<file path="src/include/power_wake_pkg.sv">
// Purpose: shared constants and types for the housekeeping block.
// Assumes: 100 MHz system clock, 5-bit host register address.
// Notes: register offsets, fields, timings and carriers live here.
package power_wake_pkg;
	localparam int CLK_HZ = 100_000_000;
	localparam int TICK_US = 100;
	localparam int TICK_CYCLES = CLK_HZ / 1_000_000 * TICK_US;
	localparam int PULSE_MS = 60;
	localparam int PULSE_CYCLES = CLK_HZ / 1000 * PULSE_MS;
	localparam int READ_READY_NS = 60;
	localparam int READ_READY_CYCLES = READ_READY_NS / (1_000_000_000 / CLK_HZ);
	localparam int ROM_HALF_CYCLES = 50;
	localparam int ROM_WORDS = 16;
	localparam int ROM_MIRROR_WORDS = 8;
	localparam int ROM_CMD_BITS = 9;
	localparam int ROM_DUMMY_BIT = 9;
	localparam int ROM_LAST_BIT = 25;
	localparam logic [2:0] ROM_READ_OP = 3'h6;
	localparam logic [15:0] MEM_BASE_LOW = 16'h0000;
	localparam logic [15:0] MEM_BASE_HIGH = 16'h0400;
	localparam logic [4:0] OFF_COMMAND = 5'h00;
	localparam logic [4:0] OFF_PAGED_LAST = 5'h0f;
	localparam logic [4:0] OFF_INT_STATUS = 5'h07;
	localparam logic [4:0] OFF_WAKE_STATUS = 5'h0a;
	localparam logic [4:0] OFF_COUNT_LOW = 5'h0a;
	localparam logic [4:0] OFF_POWER = 5'h0b;
	localparam logic [4:0] OFF_COUNT_HIGH = 5'h0b;
	localparam logic [4:0] OFF_RELOAD = 5'h0c;
	localparam logic [4:0] OFF_TIMER_EN = 5'h0d;
	localparam logic [4:0] OFF_DATA_CONFIG = 5'h0e;
	localparam logic [4:0] OFF_TIMER_LOW = 5'h0e;
	localparam logic [4:0] OFF_TIMER_HIGH = 5'h0f;
	localparam logic [4:0] OFF_DATA_PORT = 5'h10;
	localparam logic [4:0] OFF_DATA_PORT_HI = 5'h11;
	localparam logic [4:0] OFF_ROM_PINS = 5'h14;
	localparam logic [4:0] OFF_PIN_CONFIG = 5'h15;
	localparam logic [4:0] OFF_STATUS = 5'h17;
	localparam logic [4:0] OFF_BYTE_ORDER = 5'h1e;
	localparam logic [4:0] OFF_HOST_RESUME = 5'h1f;
	localparam logic [1:0] PAGE0 = 2'h0;
	localparam logic [1:0] PAGE3 = 2'h3;
	localparam int CR_PAGE_LSB = 6;
	localparam int CR_CMD_LSB = 3;
	localparam logic [2:0] CMD_REMOTE_READ = 3'h1;
	localparam logic [2:0] CMD_REMOTE_WRITE = 3'h2;
	localparam logic [1:0] POWER_STATE_FULL = 2'h0;
	localparam logic [1:0] POWER_STATE_WAKE_LISTEN = 2'h1;
	localparam logic [1:0] POWER_STATE_DEEP_OFF = 2'h2;
	localparam int CFG_PULSE_BIT = 0;
	localparam int CFG_OPEN_DRAIN_BIT = 1;
	localparam int CFG_ACTIVE_HIGH_BIT = 2;
	localparam int PIN_SEL_BIT = 0;
	localparam int PIN_CLK_BIT = 1;
	localparam int PIN_DOUT_BIT = 2;
	localparam int PIN_DRIVE_BIT = 3;
	localparam int PIN_DIN_BIT = 4;
	localparam int ST_DEV_READY = 4;
	localparam int ST_READ_READY = 5;
	localparam int ST_XFER_DONE = 6;
	localparam int ST_BIG_ENDIAN = 7;
	localparam logic [15:0] COUNT_RESET = 16'hffff;
	typedef enum logic [1:0] {LD_IDLE, LD_XFER, LD_GAP} loader_state_e;
	typedef struct packed {
		logic valid;
		logic [15:0] addr;
		logic [15:0] data;
	} mem_write_s;
	typedef struct packed {
		logic core_clk;
		logic mac_host;
		logic rx_path;
		logic phy;
	} power_enables_s;
	typedef struct packed {
		logic valid;
		logic [15:0] data;
	} port_write_s;
endpackage

</file>
<file path="src/rtl/power_wake_status_ctrl.sv">
// Purpose: power states, wake indicator, status flags, countdown timer, rom autoload.
// Assumes: host strobes arrive asynchronously and are synchronised here.
// Notes: writes act on the trailing edge of the write strobe, reads on the leading edge.
module power_wake_status_ctrl import power_wake_pkg::*; #(
	parameter int TICK_CYCLES_P = TICK_CYCLES,
	parameter int PULSE_CYCLES_P = PULSE_CYCLES,
	parameter int ROM_HALF_CYCLES_P = ROM_HALF_CYCLES
) (
	input wire logic sys_clk_in,
	input wire logic reset_in,
	input wire logic host_cs_n_in,
	input wire logic host_rd_n_in,
	input wire logic host_wr_n_in,
	input wire logic [4:0] host_addr_in,
	input wire logic [15:0] host_data_in,
	output logic [15:0] host_data_out,
	output logic host_data_oe_n_out,
	input wire logic [2:0] wake_event_in,
	input wire logic loopback_switching_in,
	input wire logic remote_data_valid_in,
	input wire logic [15:0] remote_data_in,
	output logic remote_read_start_out,
	output port_write_s remote_write_out,
	output logic timer_irq_out,
	output mem_write_s mem_write_out,
	output power_enables_s power_enables_out,
	output logic wake_indicator_out,
	output logic wake_indicator_oe_n_out,
	output logic serial_rom_select,
	output logic serial_rom_clock,
	output logic serial_rom_data_io_out,
	output logic serial_rom_data_io_oe_n_out,
	input wire logic serial_rom_data_io_in
);
	localparam int PIN_W = 25;

	// paged offsets need the matching page, the rest ignore it
	function automatic logic reg_hit(input logic [4:0] addr, input logic [1:0] page,
			input logic [4:0] off, input logic [1:0] want);
		if (addr != off) begin
			return 1'b0;
		end
		if (off != OFF_COMMAND && off <= OFF_PAGED_LAST) begin
			return page == want;
		end
		return 1'b1;
	endfunction

	logic [PIN_W-1:0] pin_meta;
	logic [PIN_W-1:0] pin_sync;
	logic cs_n;
	logic rd_n;
	logic wr_n;
	logic [4:0] addr;
	logic [15:0] wdata;
	logic rom_din;
	logic [2:0] strobe_prev;
	logic rd_edge;
	logic wr_edge;
	logic [1:0] page;
	logic [2:0] dma_cmd;
	logic word_width_select;
	logic [15:0] transfer_count;
	logic transfer_done_flag;
	logic read_ready;
	logic [3:0] ready_count;
	logic [1:0] power_state;
	logic [2:0] wake_flags;
	logic wake_seen;
	logic wake_clear;
	logic wake_hold;
	logic [22:0] pulse_count;
	logic [2:0] pin_cfg;
	logic [3:0] rom_pins;
	logic [7:0] byte_order;
	logic timer_enable;
	logic [15:0] preload;
	logic [15:0] periodic_countdown;
	logic [13:0] tick_count;
	logic tick;
	logic load_start;
	logic loader_busy;
	logic loader_sel;
	logic loader_clk;
	logic loader_dout;
	logic loader_drive;
	logic [7:0] status_value;
	logic [15:0] next_rdata;
	logic wake_active;
	logic wake_level;

	always_ff @(posedge sys_clk_in) begin
		if (reset_in) begin
			pin_meta <= '1;
			pin_sync <= '1;
		end else begin
			pin_meta <= {host_cs_n_in, host_rd_n_in, host_wr_n_in, host_addr_in,
				host_data_in, serial_rom_data_io_in};
			pin_sync <= pin_meta;
		end
	end

	assign {cs_n, rd_n, wr_n, addr, wdata, rom_din} = pin_sync;

	always_ff @(posedge sys_clk_in) begin
		if (reset_in) begin
			strobe_prev <= '1;
		end else begin
			strobe_prev <= {cs_n, rd_n, wr_n};
		end
	end

	assign rd_edge = !cs_n && !rd_n && strobe_prev[1];
	assign wr_edge = !strobe_prev[2] && !strobe_prev[0] && wr_n;

	// command register and data width select
	always_ff @(posedge sys_clk_in) begin
		if (reset_in) begin
			page <= PAGE0;
			dma_cmd <= '0;
			word_width_select <= 1'b0;
			byte_order <= '0;
		end else if (wr_edge) begin
			if (reg_hit(addr, page, OFF_COMMAND, PAGE0)) begin
				page <= wdata[CR_PAGE_LSB +: 2];
				dma_cmd <= wdata[CR_CMD_LSB +: 3];
			end
			if (reg_hit(addr, page, OFF_DATA_CONFIG, PAGE0)) begin
				word_width_select <= wdata[0];
			end
			if (reg_hit(addr, page, OFF_BYTE_ORDER, PAGE0)) begin
				byte_order <= wdata[7:0];
			end
		end
	end

	assign remote_read_start_out = wr_edge && reg_hit(addr, page, OFF_COMMAND, PAGE0) &&
		wdata[CR_CMD_LSB +: 3] == CMD_REMOTE_READ;

	// remote byte count and data port
	always_ff @(posedge sys_clk_in) begin
		if (reset_in) begin
			transfer_count <= '0;
			transfer_done_flag <= 1'b1;
			remote_write_out <= '0;
		end else begin
			remote_write_out.valid <= 1'b0;
			if (wr_edge && reg_hit(addr, page, OFF_COUNT_LOW, PAGE0)) begin
				transfer_count[7:0] <= wdata[7:0];
				transfer_done_flag <= 1'b0;
			end else if (wr_edge && reg_hit(addr, page, OFF_COUNT_HIGH, PAGE0)) begin
				transfer_count[15:8] <= wdata[7:0];
				transfer_done_flag <= 1'b0;
			end else if ((rd_edge || wr_edge) && (addr == OFF_DATA_PORT ||
					addr == OFF_DATA_PORT_HI)) begin
				if (wr_edge && dma_cmd == CMD_REMOTE_WRITE) begin
					remote_write_out <= '{1'b1, word_width_select ? wdata :
						{8'h00, wdata[7:0]}};
				end
				if (transfer_count <= (word_width_select ? 16'h0002 : 16'h0001)) begin
					transfer_count <= '0;
					transfer_done_flag <= 1'b1;
				end else begin
					transfer_count <= transfer_count - (word_width_select ? 16'h0002 :
						16'h0001);
				end
			end
		end
	end

	// read data becomes ready on valid data, at most the not-ready bound later
	always_ff @(posedge sys_clk_in) begin
		if (reset_in) begin
			read_ready <= 1'b1;
			ready_count <= '0;
		end else if (remote_read_start_out) begin
			read_ready <= 1'b0;
			ready_count <= '0;
		end else if (!read_ready) begin
			ready_count <= ready_count + 4'h1;
			if (remote_data_valid_in || ready_count == 4'(READ_READY_CYCLES - 2)) begin
				read_ready <= 1'b1;
			end
		end
	end

	// power state register
	assign wake_seen = |wake_event_in && power_state == POWER_STATE_WAKE_LISTEN;

	always_ff @(posedge sys_clk_in) begin
		if (reset_in) begin
			power_state <= POWER_STATE_FULL;
		end else if (wake_seen) begin
			power_state <= POWER_STATE_FULL;
		end else if (wr_edge && reg_hit(addr, page, OFF_HOST_RESUME, PAGE0) &&
				power_state != POWER_STATE_FULL) begin
			power_state <= POWER_STATE_FULL;
		end else if (wr_edge && reg_hit(addr, page, OFF_POWER, PAGE3)) begin
			power_state <= wdata[1:0];
		end
	end

	always_ff @(posedge sys_clk_in) begin
		if (reset_in) begin
			power_enables_out <= '1;
		end else begin
			unique case (power_state)
				POWER_STATE_FULL: power_enables_out <= '1;
				POWER_STATE_WAKE_LISTEN: power_enables_out <= '{1'b1, 1'b0, 1'b1, 1'b1};
				default: power_enables_out <= '0;
			endcase
		end
	end

	// wake flags and indicator
	assign wake_clear = wr_edge && (reg_hit(addr, page, OFF_POWER, PAGE3) ||
		(reg_hit(addr, page, OFF_WAKE_STATUS, PAGE3) && |wdata[2:0]));

	always_ff @(posedge sys_clk_in) begin
		if (reset_in) begin
			wake_flags <= '0;
		end else begin
			wake_flags <= (wake_flags & ~((wr_edge && reg_hit(addr, page, OFF_POWER, PAGE3)) ?
				3'h7 : (wr_edge && reg_hit(addr, page, OFF_WAKE_STATUS, PAGE3)) ?
				wdata[2:0] : 3'h0)) | (wake_seen ? wake_event_in : 3'h0);
		end
	end

	always_ff @(posedge sys_clk_in) begin
		if (reset_in) begin
			wake_hold <= 1'b0;
			pulse_count <= '0;
		end else if (wake_seen) begin
			wake_hold <= 1'b1;
			pulse_count <= 23'(PULSE_CYCLES_P);
		end else if (wake_clear) begin
			wake_hold <= 1'b0;
			pulse_count <= '0;
		end else if (pulse_count != '0) begin
			pulse_count <= pulse_count - 23'h000001;
		end
	end

	always_ff @(posedge sys_clk_in) begin
		if (reset_in) begin
			pin_cfg <= '0;
			rom_pins <= '0;
		end else if (wr_edge && reg_hit(addr, page, OFF_PIN_CONFIG, PAGE0)) begin
			pin_cfg <= wdata[2:0];
		end else if (wr_edge && reg_hit(addr, page, OFF_ROM_PINS, PAGE0)) begin
			rom_pins <= wdata[3:0];
		end
	end

	assign wake_active = pin_cfg[CFG_PULSE_BIT] ? pulse_count != '0 : wake_hold;
	assign wake_level = wake_active ~^ pin_cfg[CFG_ACTIVE_HIGH_BIT];

	always_ff @(posedge sys_clk_in) begin
		if (reset_in) begin
			wake_indicator_out <= 1'b0;
			wake_indicator_oe_n_out <= 1'b1;
		end else if (pin_cfg[CFG_OPEN_DRAIN_BIT]) begin
			wake_indicator_out <= 1'b0;
			wake_indicator_oe_n_out <= wake_level;
		end else begin
			wake_indicator_out <= wake_level;
			wake_indicator_oe_n_out <= 1'b0;
		end
	end

	// countdown timer
	assign tick = timer_enable && tick_count == 14'(TICK_CYCLES_P - 1);

	always_ff @(posedge sys_clk_in) begin
		if (reset_in || !timer_enable || tick) begin
			tick_count <= '0;
		end else begin
			tick_count <= tick_count + 14'h0001;
		end
	end

	always_ff @(posedge sys_clk_in) begin
		if (reset_in) begin
			timer_enable <= 1'b0;
			preload <= COUNT_RESET;
			periodic_countdown <= COUNT_RESET;
		end else if (wr_edge && reg_hit(addr, page, OFF_TIMER_EN, PAGE3)) begin
			timer_enable <= wdata[0];
		end else if (wr_edge && reg_hit(addr, page, OFF_TIMER_LOW, PAGE3)) begin
			preload[7:0] <= wdata[7:0];
			periodic_countdown[7:0] <= wdata[7:0];
		end else if (wr_edge && reg_hit(addr, page, OFF_TIMER_HIGH, PAGE3)) begin
			preload[15:8] <= wdata[7:0];
			periodic_countdown[15:8] <= wdata[7:0];
		end else if (tick) begin
			if (periodic_countdown == '0) begin
				periodic_countdown <= preload;
			end else begin
				periodic_countdown <= periodic_countdown - 16'h0001;
			end
		end
	end

	always_ff @(posedge sys_clk_in) begin
		if (reset_in) begin
			timer_irq_out <= 1'b0;
		end else if (tick && periodic_countdown == '0) begin
			timer_irq_out <= 1'b1;
		end else if (rd_edge && reg_hit(addr, page, OFF_INT_STATUS, PAGE0)) begin
			timer_irq_out <= 1'b0;
		end
	end

	// rom autoload after reset and on request
	always_ff @(posedge sys_clk_in) begin
		if (reset_in) begin
			load_start <= 1'b1;
		end else begin
			load_start <= wr_edge && reg_hit(addr, page, OFF_RELOAD, PAGE3) && wdata[0];
		end
	end

	serial_rom_loader #(
		.HALF_CYCLES_P(ROM_HALF_CYCLES_P),
		.WORDS_P(ROM_WORDS)
	) loader (
		.sys_clk_in(sys_clk_in),
		.reset_in(reset_in),
		.start_in(load_start),
		.rom_data_in(rom_din),
		.busy_out(loader_busy),
		.rom_select_out(loader_sel),
		.rom_clock_out(loader_clk),
		.rom_data_out(loader_dout),
		.rom_drive_out(loader_drive),
		.mem_write_out(mem_write_out)
	);

	assign serial_rom_select = loader_busy ? loader_sel : rom_pins[PIN_SEL_BIT];
	assign serial_rom_clock = loader_busy ? loader_clk : rom_pins[PIN_CLK_BIT];
	assign serial_rom_data_io_out = loader_busy ? loader_dout : rom_pins[PIN_DOUT_BIT];
	assign serial_rom_data_io_oe_n_out = loader_busy ? !loader_drive :
		!rom_pins[PIN_DRIVE_BIT];

	// status and read data
	always_comb begin
		status_value = '0;
		status_value[ST_DEV_READY] = !loader_busy && power_state == POWER_STATE_FULL &&
			!loopback_switching_in;
		status_value[ST_READ_READY] = read_ready;
		status_value[ST_XFER_DONE] = transfer_done_flag;
		status_value[ST_BIG_ENDIAN] = byte_order != '0;
	end

	always_comb begin
		next_rdata = '0;
		if (addr == OFF_DATA_PORT || addr == OFF_DATA_PORT_HI) begin
			next_rdata = word_width_select ? remote_data_in : {8'h00, remote_data_in[7:0]};
		end else if (reg_hit(addr, page, OFF_COMMAND, PAGE0)) begin
			next_rdata[7:0] = {page, dma_cmd, 3'h0};
		end else if (reg_hit(addr, page, OFF_WAKE_STATUS, PAGE3)) begin
			next_rdata[2:0] = wake_flags;
		end else if (reg_hit(addr, page, OFF_POWER, PAGE3)) begin
			next_rdata[1:0] = power_state;
		end else if (reg_hit(addr, page, OFF_RELOAD, PAGE3)) begin
			next_rdata[0] = loader_busy;
		end else if (reg_hit(addr, page, OFF_TIMER_EN, PAGE3)) begin
			next_rdata[0] = timer_enable;
		end else if (reg_hit(addr, page, OFF_TIMER_LOW, PAGE3)) begin
			next_rdata[7:0] = periodic_countdown[7:0];
		end else if (reg_hit(addr, page, OFF_TIMER_HIGH, PAGE3)) begin
			next_rdata[7:0] = periodic_countdown[15:8];
		end else if (reg_hit(addr, page, OFF_ROM_PINS, PAGE0)) begin
			next_rdata[4:0] = {rom_din, rom_pins};
		end else if (reg_hit(addr, page, OFF_PIN_CONFIG, PAGE0)) begin
			next_rdata[2:0] = pin_cfg;
		end else if (reg_hit(addr, page, OFF_STATUS, PAGE0)) begin
			next_rdata[7:0] = status_value;
		end else if (reg_hit(addr, page, OFF_BYTE_ORDER, PAGE0)) begin
			next_rdata[7:0] = byte_order;
		end
	end

	always_ff @(posedge sys_clk_in) begin
		if (reset_in) begin
			host_data_out <= '0;
			host_data_oe_n_out <= 1'b1;
		end else begin
			host_data_oe_n_out <= cs_n || rd_n;
			if (rd_edge) begin
				host_data_out <= next_rdata;
			end
		end
	end
endmodule // power_wake_status_ctrl

</file>
<file path="src/rtl/serial_rom_loader.sv">
// Purpose: reads the serial rom word by word and writes it to buffer memory.
// Assumes: rom data input already synchronised; 16-bit word organisation.
// Notes: a rom that does not drive the zero dummy bit is treated as absent.
module serial_rom_loader import power_wake_pkg::*; #(
	parameter int HALF_CYCLES_P = ROM_HALF_CYCLES,
	parameter int WORDS_P = ROM_WORDS
) (
	input wire logic sys_clk_in,
	input wire logic reset_in,
	input wire logic start_in,
	input wire logic rom_data_in,
	output logic busy_out,
	output logic rom_select_out,
	output logic rom_clock_out,
	output logic rom_data_out,
	output logic rom_drive_out,
	output mem_write_s mem_write_out
);
	loader_state_e state;
	logic [15:0] div_count;
	logic [4:0] bit_idx;
	logic [5:0] word_idx;
	logic [15:0] shift;
	logic mirror_pending;
	logic div_tick;
	logic [8:0] command;

	assign div_tick = div_count == 16'(HALF_CYCLES_P - 1);
	assign command = {ROM_READ_OP, word_idx};
	assign busy_out = state != LD_IDLE;
	// let the data line go once the last address bit is clocked, before the rom answers
	assign rom_drive_out = state == LD_XFER && (bit_idx < 5'(ROM_CMD_BITS - 1) ||
		(bit_idx == 5'(ROM_CMD_BITS - 1) && !rom_clock_out));

	always_ff @(posedge sys_clk_in) begin
		if (reset_in || state == LD_IDLE || div_tick) begin
			div_count <= '0;
		end else begin
			div_count <= div_count + 16'h0001;
		end
	end

	always_ff @(posedge sys_clk_in) begin
		if (reset_in) begin
			state <= LD_IDLE;
			bit_idx <= '0;
			word_idx <= '0;
			shift <= '0;
			mirror_pending <= 1'b0;
			rom_select_out <= 1'b0;
			rom_clock_out <= 1'b0;
			rom_data_out <= 1'b0;
			mem_write_out <= '0;
		end else begin
			mem_write_out.valid <= 1'b0;
			unique case (state)
				LD_IDLE: begin
					if (start_in) begin
						state <= LD_XFER;
						word_idx <= '0;
						bit_idx <= '0;
						rom_select_out <= 1'b1;
						rom_data_out <= command[ROM_CMD_BITS - 1];
					end
				end
				LD_XFER: begin
					if (div_tick && !rom_clock_out) begin
						rom_clock_out <= 1'b1;
						if (bit_idx == 5'(ROM_DUMMY_BIT) && rom_data_in) begin
							state <= LD_IDLE;
							rom_select_out <= 1'b0;
							rom_clock_out <= 1'b0;
						end else if (bit_idx > 5'(ROM_DUMMY_BIT)) begin
							shift <= {shift[14:0], rom_data_in};
						end
					end else if (div_tick) begin
						rom_clock_out <= 1'b0;
						bit_idx <= bit_idx + 5'h01;
						rom_data_out <= (bit_idx < 5'(ROM_CMD_BITS - 1)) ?
							command[4'(ROM_CMD_BITS - 2) - 4'(bit_idx)] : 1'b0;
						if (bit_idx == 5'(ROM_LAST_BIT)) begin
							state <= LD_GAP;
							rom_select_out <= 1'b0;
							mem_write_out <= '{1'b1, MEM_BASE_LOW + {9'h000, word_idx, 1'b0},
								shift};
							mirror_pending <= word_idx < 6'(ROM_MIRROR_WORDS);
						end
					end
				end
				LD_GAP: begin
					if (mirror_pending) begin
						mirror_pending <= 1'b0;
						mem_write_out <= '{1'b1, MEM_BASE_HIGH + {9'h000, word_idx, 1'b0},
							shift};
					end else if (div_tick) begin
						bit_idx <= '0;
						if (word_idx == 6'(WORDS_P - 1)) begin
							state <= LD_IDLE;
						end else begin
							state <= LD_XFER;
							word_idx <= word_idx + 6'h01;
							rom_select_out <= 1'b1;
							rom_data_out <= command[ROM_CMD_BITS - 1];
						end
					end
				end
			endcase
		end
	end
endmodule // serial_rom_loader

</file>
<file path="config.mk">
export PLATFORM = sky130hd
export DESIGN_NAME = power_wake_status_ctrl
export DESIGN_NICKNAME = d
export VERILOG_FILES = /design/src/include/power_wake_pkg.sv /design/src/rtl/power_wake_status_ctrl.sv /design/src/rtl/serial_rom_loader.sv
export SDC_FILE = /design/constraint.sdc
export NUM_CORES = 1
export LEC_CHECK = 0
export ABC_AREA = 1
export ABC_CLOCK_PERIOD_IN_PS = 5100
export BUFFER_PORTS_ARGS = -buffer_cell sky130_fd_sc_hd__buf_2
export CAP_MARGIN = 10
export CORE_UTILIZATION = 55
export CTS_BUF_LIST = sky130_fd_sc_hd__clkbuf_2 sky130_fd_sc_hd__clkbuf_4 sky130_fd_sc_hd__clkbuf_8
export DETAILED_ROUTE_END_ITERATION = 12
export PLACE_DENSITY = 0.79
export SLEW_MARGIN = 30
export SYNTH_ARGS = -nofsm -noshare
export SYNTH_HDL_FRONTEND = slang
export SYNTH_SLANG_ARGS = --single-unit
</file>
<file path="constraint.sdc">
create_clock -name sys_clk_in -period 5.1 [get_ports sys_clk_in]
set_clock_uncertainty 0.2 [all_clocks]
set_input_delay 0.51 -clock sys_clk_in [delete_from_list [all_inputs] [get_ports sys_clk_in]]
set_output_delay 0.51 -clock sys_clk_in [all_outputs]
set_load 0.03 [all_outputs]
</file>
==> qor.tcl, run 1 <==
set qor(layout.nets) 2055
set qor(run_status) {completed}
set qor(grt_overflow_total) 0
set qor(synth.cell_area_sq_um) 13200
set qor(setup_repair_after_global_routing_missed_its_margin) {no}
set qor(hold_path_depth) 3
set qor(final_period_minus_worst_setup_slack_ns) 3.18
set qor(first_pass_grt_wire_length_mm) 55.3
set qor(grt_max_degree) 94
set qor(cts.path.max_buffers) 3
set qor(detail-route-antenna-nets) 0
set qor(drt_first_pass_iters) 5
set qor(areaGrowthSynthToFinish_pct) 15.0
set qor(number_of_flops_mapped_to_enable_cells_by_yosys) 0
set qor(power_density_nw_per_um2) 387
set qor(seq_area_sq_um) 5710
set qor(tritoncts.num_buffers) 47
set qor(grt_pass1_vias) 11400
set qor(yosys_register_bits) 285
set qor(layout.cells.most_common) {nand2_1}
set qor(route.detailed.drc) 0
set qor(arrival_ns) 2.47
set qor(core-area_sq_um) 23500
set qor(multi_input_comb_area_sq_um) 6480
set qor(gp_routability_congestion) 0.952
set qor(drtIter0Drc) 1016
set qor(antenna_cells) 0
set qor(setup.worst_path.end_class) {output pin}
set qor(post_route_fraction_of_the_period_consumed_by_the_critical_path_pct) 62.4
set qor(clk-insertion-delay-late_ns) 0.56
set qor(numPlacedInstances) 2232
set qor(setup-tns-final_ns) 0
set qor(post-cts-setup-buffer-count) 0
set qor(report.final.setup_viol) 0
set qor(worst_setup_path_start_kind) {flop}
set qor(worstMarginPinSlew_ns) 0.913
set qor(port-buffer-count) 117
set qor(unique_masters_post_synth) 53
set qor(synthFlopType) {dfxtp_1}
set qor(num-fill-cells) 2062
set qor(grt.total_usage_pct) 27.7
set qor(start_util_pct) 56.3
set qor(maxSlewHeadroom_pct) 39.1
set qor(postSynth.asyncResetShare_pct) 0
set qor(half_perimeter_wire_length_of_the_detailed_placement_result_mm) 23.4
set qor(route.vias.total) 12600
set qor(cts_tree) {built}
set qor(synth_sequential_area_ratio_pct) 43.1
set qor(cts.clk_slew.worst_paths_ns) 0.06
set qor(floorplan.die.height_um) 157
set qor(ctsHtreeMaxLevel) 2
set qor(timing.final.hold_violations) 0
set qor(cts-root-buf) {clkbuf_8}
set qor(synth_area_per_cell_sq_um) 7.14
set qor(synthCells) 1855
set qor(fp.dieW_um) 157
set qor(peakVddDrop_mv) 0.250
set qor(clock-sinks) 285
set qor(cp_data_required_time_ns) 4.39
set qor(die-area_sq_um) 24700
set qor(finish.cell_count_without_fillers) 2342
set qor(max_clock_freq_ghz) 0.314
set qor(cap_violations) 0
set qor(rows) 56
set qor(number_of_antenna_violations_at_the_first_check_in_global_routing) 0
set qor(leakage_power_nw) 6.76
set qor(hp-class) {in -> reg}
set qor(worst-setup-path-type) {reg -> out}
set qor(mostFrequentLayoutCells) {405 x nand2_1, 285 x dfxtp_1, 225 x nor2_1}
set qor(boundaryPins) 127
set qor(maxSlewViolCount) 0
set qor(final.hold.worst_slack_ns) 0.0445
set qor(worstRegToRegCells) 14
set qor(route.final.wire_length_mm) 33.7
set qor(crit_fanout) 13
set qor(yosys_warnings) 0
set qor(drive_gt1_share_pct) 15.4
set qor(post_drt_via_cell_ratio) 5.36
set qor(drt-wirelength-per-cell_um) 14.4
[layout make-up]
type	instances	share of cell area, %
clock buffers	63	5.49
multi-input cells	1314	42.5
well taps	319	2.62
inverters	194	4.83
repair buffers	146	5.72
clock inverters	21	1.38
flip-flops and latches	285	37.5
[registers in the layout, summed over array words and instances (netlist names), 4 cells and up]
name / flops
byte_order: 8
transfer_count: 16
rom_pins: 4
ready_count: 4
periodic_countdown: 16
loader.div_count: 16
pulse_count: 23
pin_meta: 25
loader.shift: 16
loader.bit_idx: 5
preload: 16
loader.mem_write_out: 24
remote_write_out: 17
host_data_out: 16
tick_count: 14
pin_sync: 25
loader.word_idx: 6
[through the flow]
step	total power [mW]	area, sq um	setup slack [ns]	utilization (%)
4_1_cts	5.92	15200	1.95	64.7
2_1_floorplan	3.47	13300	2.45	-
3_3_place_gp	3.68	13900	2.15	59.2
5_1_grt	6.23	15200	1.67	64.7
3_5_place_dp	3.72	13900	2.04	59.2
6_report	5.90	15200	1.92	64.7
[worst max-delay path, stage by stage, from the launching register on]
cell and delay, ns:
dfxtp_1 0.30, nor2_1 0.12, nand2_2 0.16, inv_1 0.43, nand2_1 0.29, nor4_1 0.35, buf_2 0.28
[worst paths after layout]
check | startpoint | to | slack [ns]
max | strobe_prev[2]$_SDFF_PP1_ | remote_read_start_out | 1.92
min | wake_event_in[0] | wake_flags[0]$_SDFF_PP0_ | 0.04
max reg2reg | word_width_select$_SDFFE_PP0P_ | transfer_count[11]$_SDFFE_PP0P_ | 1.97
min reg2reg | pin_meta[5]$_SDFF_PP1_ | pin_sync[5]$_SDFF_PP1_ | 0.21
[per-layer routing]
layer / up-vias / track usage, % / share of wire, %
li1: 6278 / - / -
met1: 5791 / 37.3 / 45
met2: 440 / 45.6 / 46
met3: 54 / 4.49 / 7.4
met4: 0 / 8.04 / 1.9
met5: - / 0 / 0
[kinds of logic (layout without fill, tap and decap cells)]
| family | after synthesis | count (layout) | share of synthesized area, % |
|---|---|---|---|
| xor+xnor | 31 | 31 | 2.05 |
| flops | 285 | 285 | 43.1 |
| other cells | 1 | 9 | 0.0283 |
| compound gates | 328 | 328 | 13.6 |
| buf+inv | 264 | 424 | 8.30 |
| simple gates | 927 | 927 | 31.1 |
| fa+ha+maj | 19 | 19 | 1.85 |
[where the power goes]
group | internal (mW) | total, mW | switching (mW) | leakage [nW]
Sequential | 2.36 | 2.48 | 0.124 | 2.32
Clock | 1.27 | 2.19 | 0.919 | 0.555
Combinational | 0.406 | 1.22 | 0.817 | 3.89
[synth_stat cells, types with 2 or more instances]
master	count	area [sq um]
o22ai_1	2	12.5
clkbuf_1	36	135
o21ai_0	146	731
a21oi_4	2	32.5
o21ai_1	5	25.0
xnor2_1	10	87.6
nor2_2	3	18.8
a211oi_1	2	15.0
xor2_1	21	184
inv_4	2	12.5
a21oi_1	119	596
inv_1	181	679
buf_1	5	18.8
nor4_1	7	43.8
or2_2	59	369
a22oi_1	3	22.5
a31oi_1	8	50.1
buf_6	5	56.3
nor2_1	225	845
inv_2	8	30.0
nand3b_1	3	22.5
dfxtp_1	285	5710
o211ai_1	30	225
buf_4	14	105
ha_1	18	225
buf_2	9	45.0
nand2_2	13	81.3
o21ai_2	2	17.5
nor2_4	8	90.1
clkinv_1	2	7.51
nand4_1	31	194
nand2_1	405	1520
nor3b_1	5	37.5
nor3_4	2	32.5
and2_1	2	12.5
nand3_1	132	661
nor3_1	27	135
o21a_1	3	22.5
[repair_timing]
item | CTS | global route
resized for setup | 0 | 0
hold endpoints to repair | 26 | 0
hold buffers | 26 | 0
Note: power is estimated with default switching activity, not from simulation.
==> run 2, diff against run 1 <==
--- a/config.mk
+++ b/config.mk
@@ -5,14 +5,14 @@
 export SDC_FILE = /design/constraint.sdc
 export NUM_CORES = 1
 export LEC_CHECK = 0
-export ABC_AREA = 1
-export ABC_CLOCK_PERIOD_IN_PS = 5100
+export ABC_AREA = 0
+export ABC_CLOCK_PERIOD_IN_PS = 2750
 export BUFFER_PORTS_ARGS = -buffer_cell sky130_fd_sc_hd__buf_2
 export CAP_MARGIN = 10
 export CORE_UTILIZATION = 55
 export CTS_BUF_LIST = sky130_fd_sc_hd__clkbuf_2 sky130_fd_sc_hd__clkbuf_4 sky130_fd_sc_hd__clkbuf_8
 export DETAILED_ROUTE_END_ITERATION = 12
-export PLACE_DENSITY = 0.79
+export PLACE_DENSITY = 0.82
 export SLEW_MARGIN = 30
 export SYNTH_ARGS = -nofsm -noshare
 export SYNTH_HDL_FRONTEND = slang
==> constraint.sdc (replaced) <==
create_clock -name sys_clk_in -period 2.75 [get_ports sys_clk_in]
set_clock_uncertainty 0.2 [all_clocks]
set_input_delay 0.275 -clock sys_clk_in [delete_from_list [all_inputs] [get_ports sys_clk_in]]
set_output_delay 0.275 -clock sys_clk_in [all_outputs]
set_load 0.03 [all_outputs]
==> qor.tcl, run 2 <==
set qor(grt_max_degree) 78
set qor(floorplan.die.height_um) 152
set qor(critical_path.slowest_cell) {dlygate4sd3_1}
set qor(cts.clk_slew.worst_paths_ns) 0.06
set qor(synth_sequential_area_ratio_pct) 45.9
set qor(fp.dieW_um) 152
set qor(finish.cell_count_without_fillers) 1947
set qor(clock_power_share_pct) 37.3
set qor(arrival_ns) 2.95
set qor(drt-wirelength-per-cell_um) 16.7
set qor(p_sw_share_pct) 27.7
set qor(failed_checks) {DRC}
set qor(areaGrowthSynthToFinish_pct) 20.0
set qor(setup.reg_to_reg.worst_slack_ns) 0.1
set qor(worst-setup-path-type) {reg -> reg}
set qor(internal_power_mw) 6.92
set qor(grt_use_met3_pct) 4.58
set qor(drt_first_pass_iters) 11
set qor(cts_tree) {built}
set qor(synth_area_per_cell_sq_um) 8.56
set qor(crit_fanout) 12
set qor(number_of_flops_mapped_to_enable_cells_by_yosys) 0
set qor(run_status) {finished with violations}
set qor(die-area_sq_um) 23200
set qor(worstMarginPinSlew_ns) 0.618
set qor(route.final.wire_length_mm) 32.5
set qor(critical_path_depth) 8
set qor(worst_hold_startpoint) {remote_data_in[1]}
set qor(grt_pass1_vias) 10900
set qor(synthFlopType) {dfxtp_1}
set qor(worstRegToRegCells) 8
set qor(mostFrequentLayoutCells) {282 x dfxtp_1, 181 x nand2_1, 159 x nor2_1}
set qor(grt_overflow_total) 0
set qor(grt.total_usage_pct) 27.6
set qor(cp_data_required_time_ns) 3.05
set qor(route.detailed.drc) 4
set qor(drive_gt1_share_pct) 21.3
set qor(report.final.setup_viol) 0
set qor(ctsHtreeMaxLevel) 2
set qor(antenna_cells) 0
set qor(finalCoreUtilization_pct) 67.8
set qor(min_to) {host_data_out[1]$_SDFFE_PP0P_}
set qor(power.combinational.fraction_pct) 15.7
set qor(clock-sinks) 285
set qor(synth.cell_area_sq_um) 12400
set qor(layout.cells.most_common) {dfxtp_1}
set qor(synthCells) 1453
set qor(tritoncts.num_buffers) 45
set qor(unique_masters_post_synth) 92
set qor(synth.top_cells.by_count) {285 x dfxtp_1, 181 x nand2_1, 160 x nor2_1, 118 x a21oi_1, 71 x clkbuf_1}
set qor(core-area_sq_um) 22000
set qor(layout.nets) 1708
set qor(crit_buf_inv) 3
set qor(r2r-end) {host_data_out[10]$_SDFFE_PP0P_}
set qor(post_route_fraction_of_the_period_consumed_by_the_critical_path_pct) 96.5
set qor(cts.path.max_buffers) 3
set qor(clk-insertion-delay-late_ns) 0.58
set qor(hp-class) {in -> reg}
set qor(leakage_power_nw) 5.87
set qor(cts-root-buf) {clkbuf_8}
set qor(timing.critical_path.slowest_cell_delay_ns) 0.55
set qor(yosysTopAreaCellShare_pct) 45.9
set qor(cap_violations) 0
set qor(maxSlewHeadroom_pct) 58.8
set qor(setup.worst_path.end_class) {flop}
set qor(route.vias.total) 11400
set qor(power_frac_seq_pct) 47.0
set qor(setup_repair_after_global_routing_missed_its_margin) {yes}
set qor(timing.final.hold_violations) 0
set qor(numPlacedInstances) 1822
set qor(worst_setup_path_start_kind) {flop}
set qor(path_delay_family) {buffers and inverters}
set qor(number_of_antenna_violations_at_the_first_check_in_global_routing) 0
set qor(drtIter0Drc) 1016
set qor(detail-route-antenna-nets) 0
set qor(boundaryPins) 127
set qor(reg2reg_from) {pin_sync[21]$_SDFF_PP1_}
set qor(yosys_warnings) 0
set qor(half_perimeter_wire_length_of_the_detailed_placement_result_mm) 21.2
set qor(final_period_minus_worst_setup_slack_ns) 2.65
set qor(p_sw_mw) 2.66
set qor(groute.layer.met2.usage_pct) 46.2
set qor(globalRoute.busiestLayer) {met2}
set qor(yosys.cell_count.top_type) {dfxtp_1}
set qor(globalRouteMet1Util_pct) 34.4
set qor(maxSlewViolCount) 0
set qor(post_synth_main_area_contributors) {dfxtp_1 46%, nand2_1 5.5%, nor2_1 4.8%}
set qor(rows) 54
set qor(cell_accounting_for_the_most_synthesized_area) {dfxtp_1}
set qor(post_drt_via_cell_ratio) 5.87
set qor(reg_top3) {pin_meta: 25 flops, pin_sync: 25 flops, loader.mem_write_out: 24 flops}
set qor(yosys_register_bits) 285
set qor(critical_path.cell_chain) {nor4b_2 -> buf_4 -> nand2_1 -> nor2_1 -> buf_4 -> a22oi_1 -> nor2_1 -> dlygate4sd3_1}
set qor(first_pass_grt_wire_length_mm) 52.9
set qor(power_density_nw_per_um2) 642
set qor(port-buffer-count) 117
set qor(peakVddDrop_mv) 0.540
set qor(postSynth.asyncResetShare_pct) 0
set qor(gp_routability_congestion) 0.939
set qor(hold_path_depth) 4
set qor(start_util_pct) 56.5
set qor(max_clock_freq_ghz) 0.377
[run 2: cell count changes in the layout (fill, tap and decap cells not counted), sizes merged, moves of 24 or more]
cell and delta:
inv -162, o21ai -110, dlygate4sd3 +24, nor2 -76
nand3 -73, buf +59, nand2 -237
[run 2: cell families (layout without fill, tap and decap cells)]
group           count (synthesis)  count (layout)  synth area share (%)
compound gates                311             311                  16.3
xor+xnor                       64              64                  4.51
fa+ha+maj                      19              19                  1.97
buf+inv                       125             331                  4.48
flops                         285             285                  45.9
mux                            20              20                  1.76
other cells                     1               9                0.0301
simple gates                  628             628                  25.1
[run 2: layout make-up]
type,count,area [sq um]
Timing Repair Buffer,229,1580
Sequential cell,285,5710
Multi-Input combinational cell,1051,6280
Clock buffer,65,832
Tap cell,280,350
Clock inverter,8,68.8
Fill cell,1702,7090
Inverter,29,109
[run 2: what timing repair did]
action / 4_1_cts / 5_1_grt
pin swaps: 1 / 0
hold buffers: 50 / 0
setup buffers: 2 / 0
setup endpoints to repair: 2 / 39
cloned: 0 / 0
endpoints found under the hold margin: 76 / 0
resized for setup: 3 / 10
[run 2: metal layers]
| metal | vias up | share of wire [%] |
|---|---|---|
| met5 | - | 0 |
| met4 | 0 | 4.2 |
| met3 | 119 | 7.2 |
| met2 | 510 | 47 |
| met1 | 5330 | 41 |
| li1 | 5471 | - |
[run 2: how the worst max path moves through the flow]
stage | start | endpoint | slack (ns)
after floorplan | word_width_select$_SDFFE_PP0P_ | transfer_count[10]$_SDFFE_PP0P_ | 0.02
after global placement | loader.div_count[1]$_SDFF_PP0_ | loader.mem_write_out[17]$_SDFFE_PP0P_ | 0.11
after detailed placement | loader.div_count[1]$_SDFF_PP0_ | loader.mem_write_out[17]$_SDFFE_PP0P_ | 0.07
after CTS | pin_sync[19]$_SDFF_PP1_ | remote_read_start_out | 0.002
after global routing | pin_sync[18]$_SDFF_PP1_ | remote_read_start_out | -0.02
final | pin_sync[21]$_SDFF_PP1_ | host_data_out[10]$_SDFFE_PP0P_ | 0.1
[run 2: metrics by stage]
stage               TNS [ns]  hold WS [ns]  power, mW  cell area (sq um)  setup slack, ns
floorplan                  0         0.179       5.64              12500           0.0189
global placement           0         0.191       5.92              13500            0.113
detailed placement         0         0.194       5.98              13500           0.0750
CTS                        0       0.00705       9.59              14900          0.00248
global route         -0.0197        0.0534       10.0              14900          -0.0197
finish                     0        0.0582       9.58              14900           0.0962
[run 2: worst min-delay path, stage by stage]
cell	delay [ns]
buf_2	0.10
and3_1	0.18
a21oi_1	0.13
o22ai_1	0.09
[run 2: power by group through the flow]
stage,Sequential [mW],Combinational [mW],Clock (mW)
6_report,4.50,1.50,3.58
5_1_grt,4.52,1.67,3.84
4_1_cts,4.49,1.46,3.63
3_5_place_dp,4.57,1.41,0
3_3_place_gp,4.57,1.35,0
2_1_floorplan,4.53,1.11,0
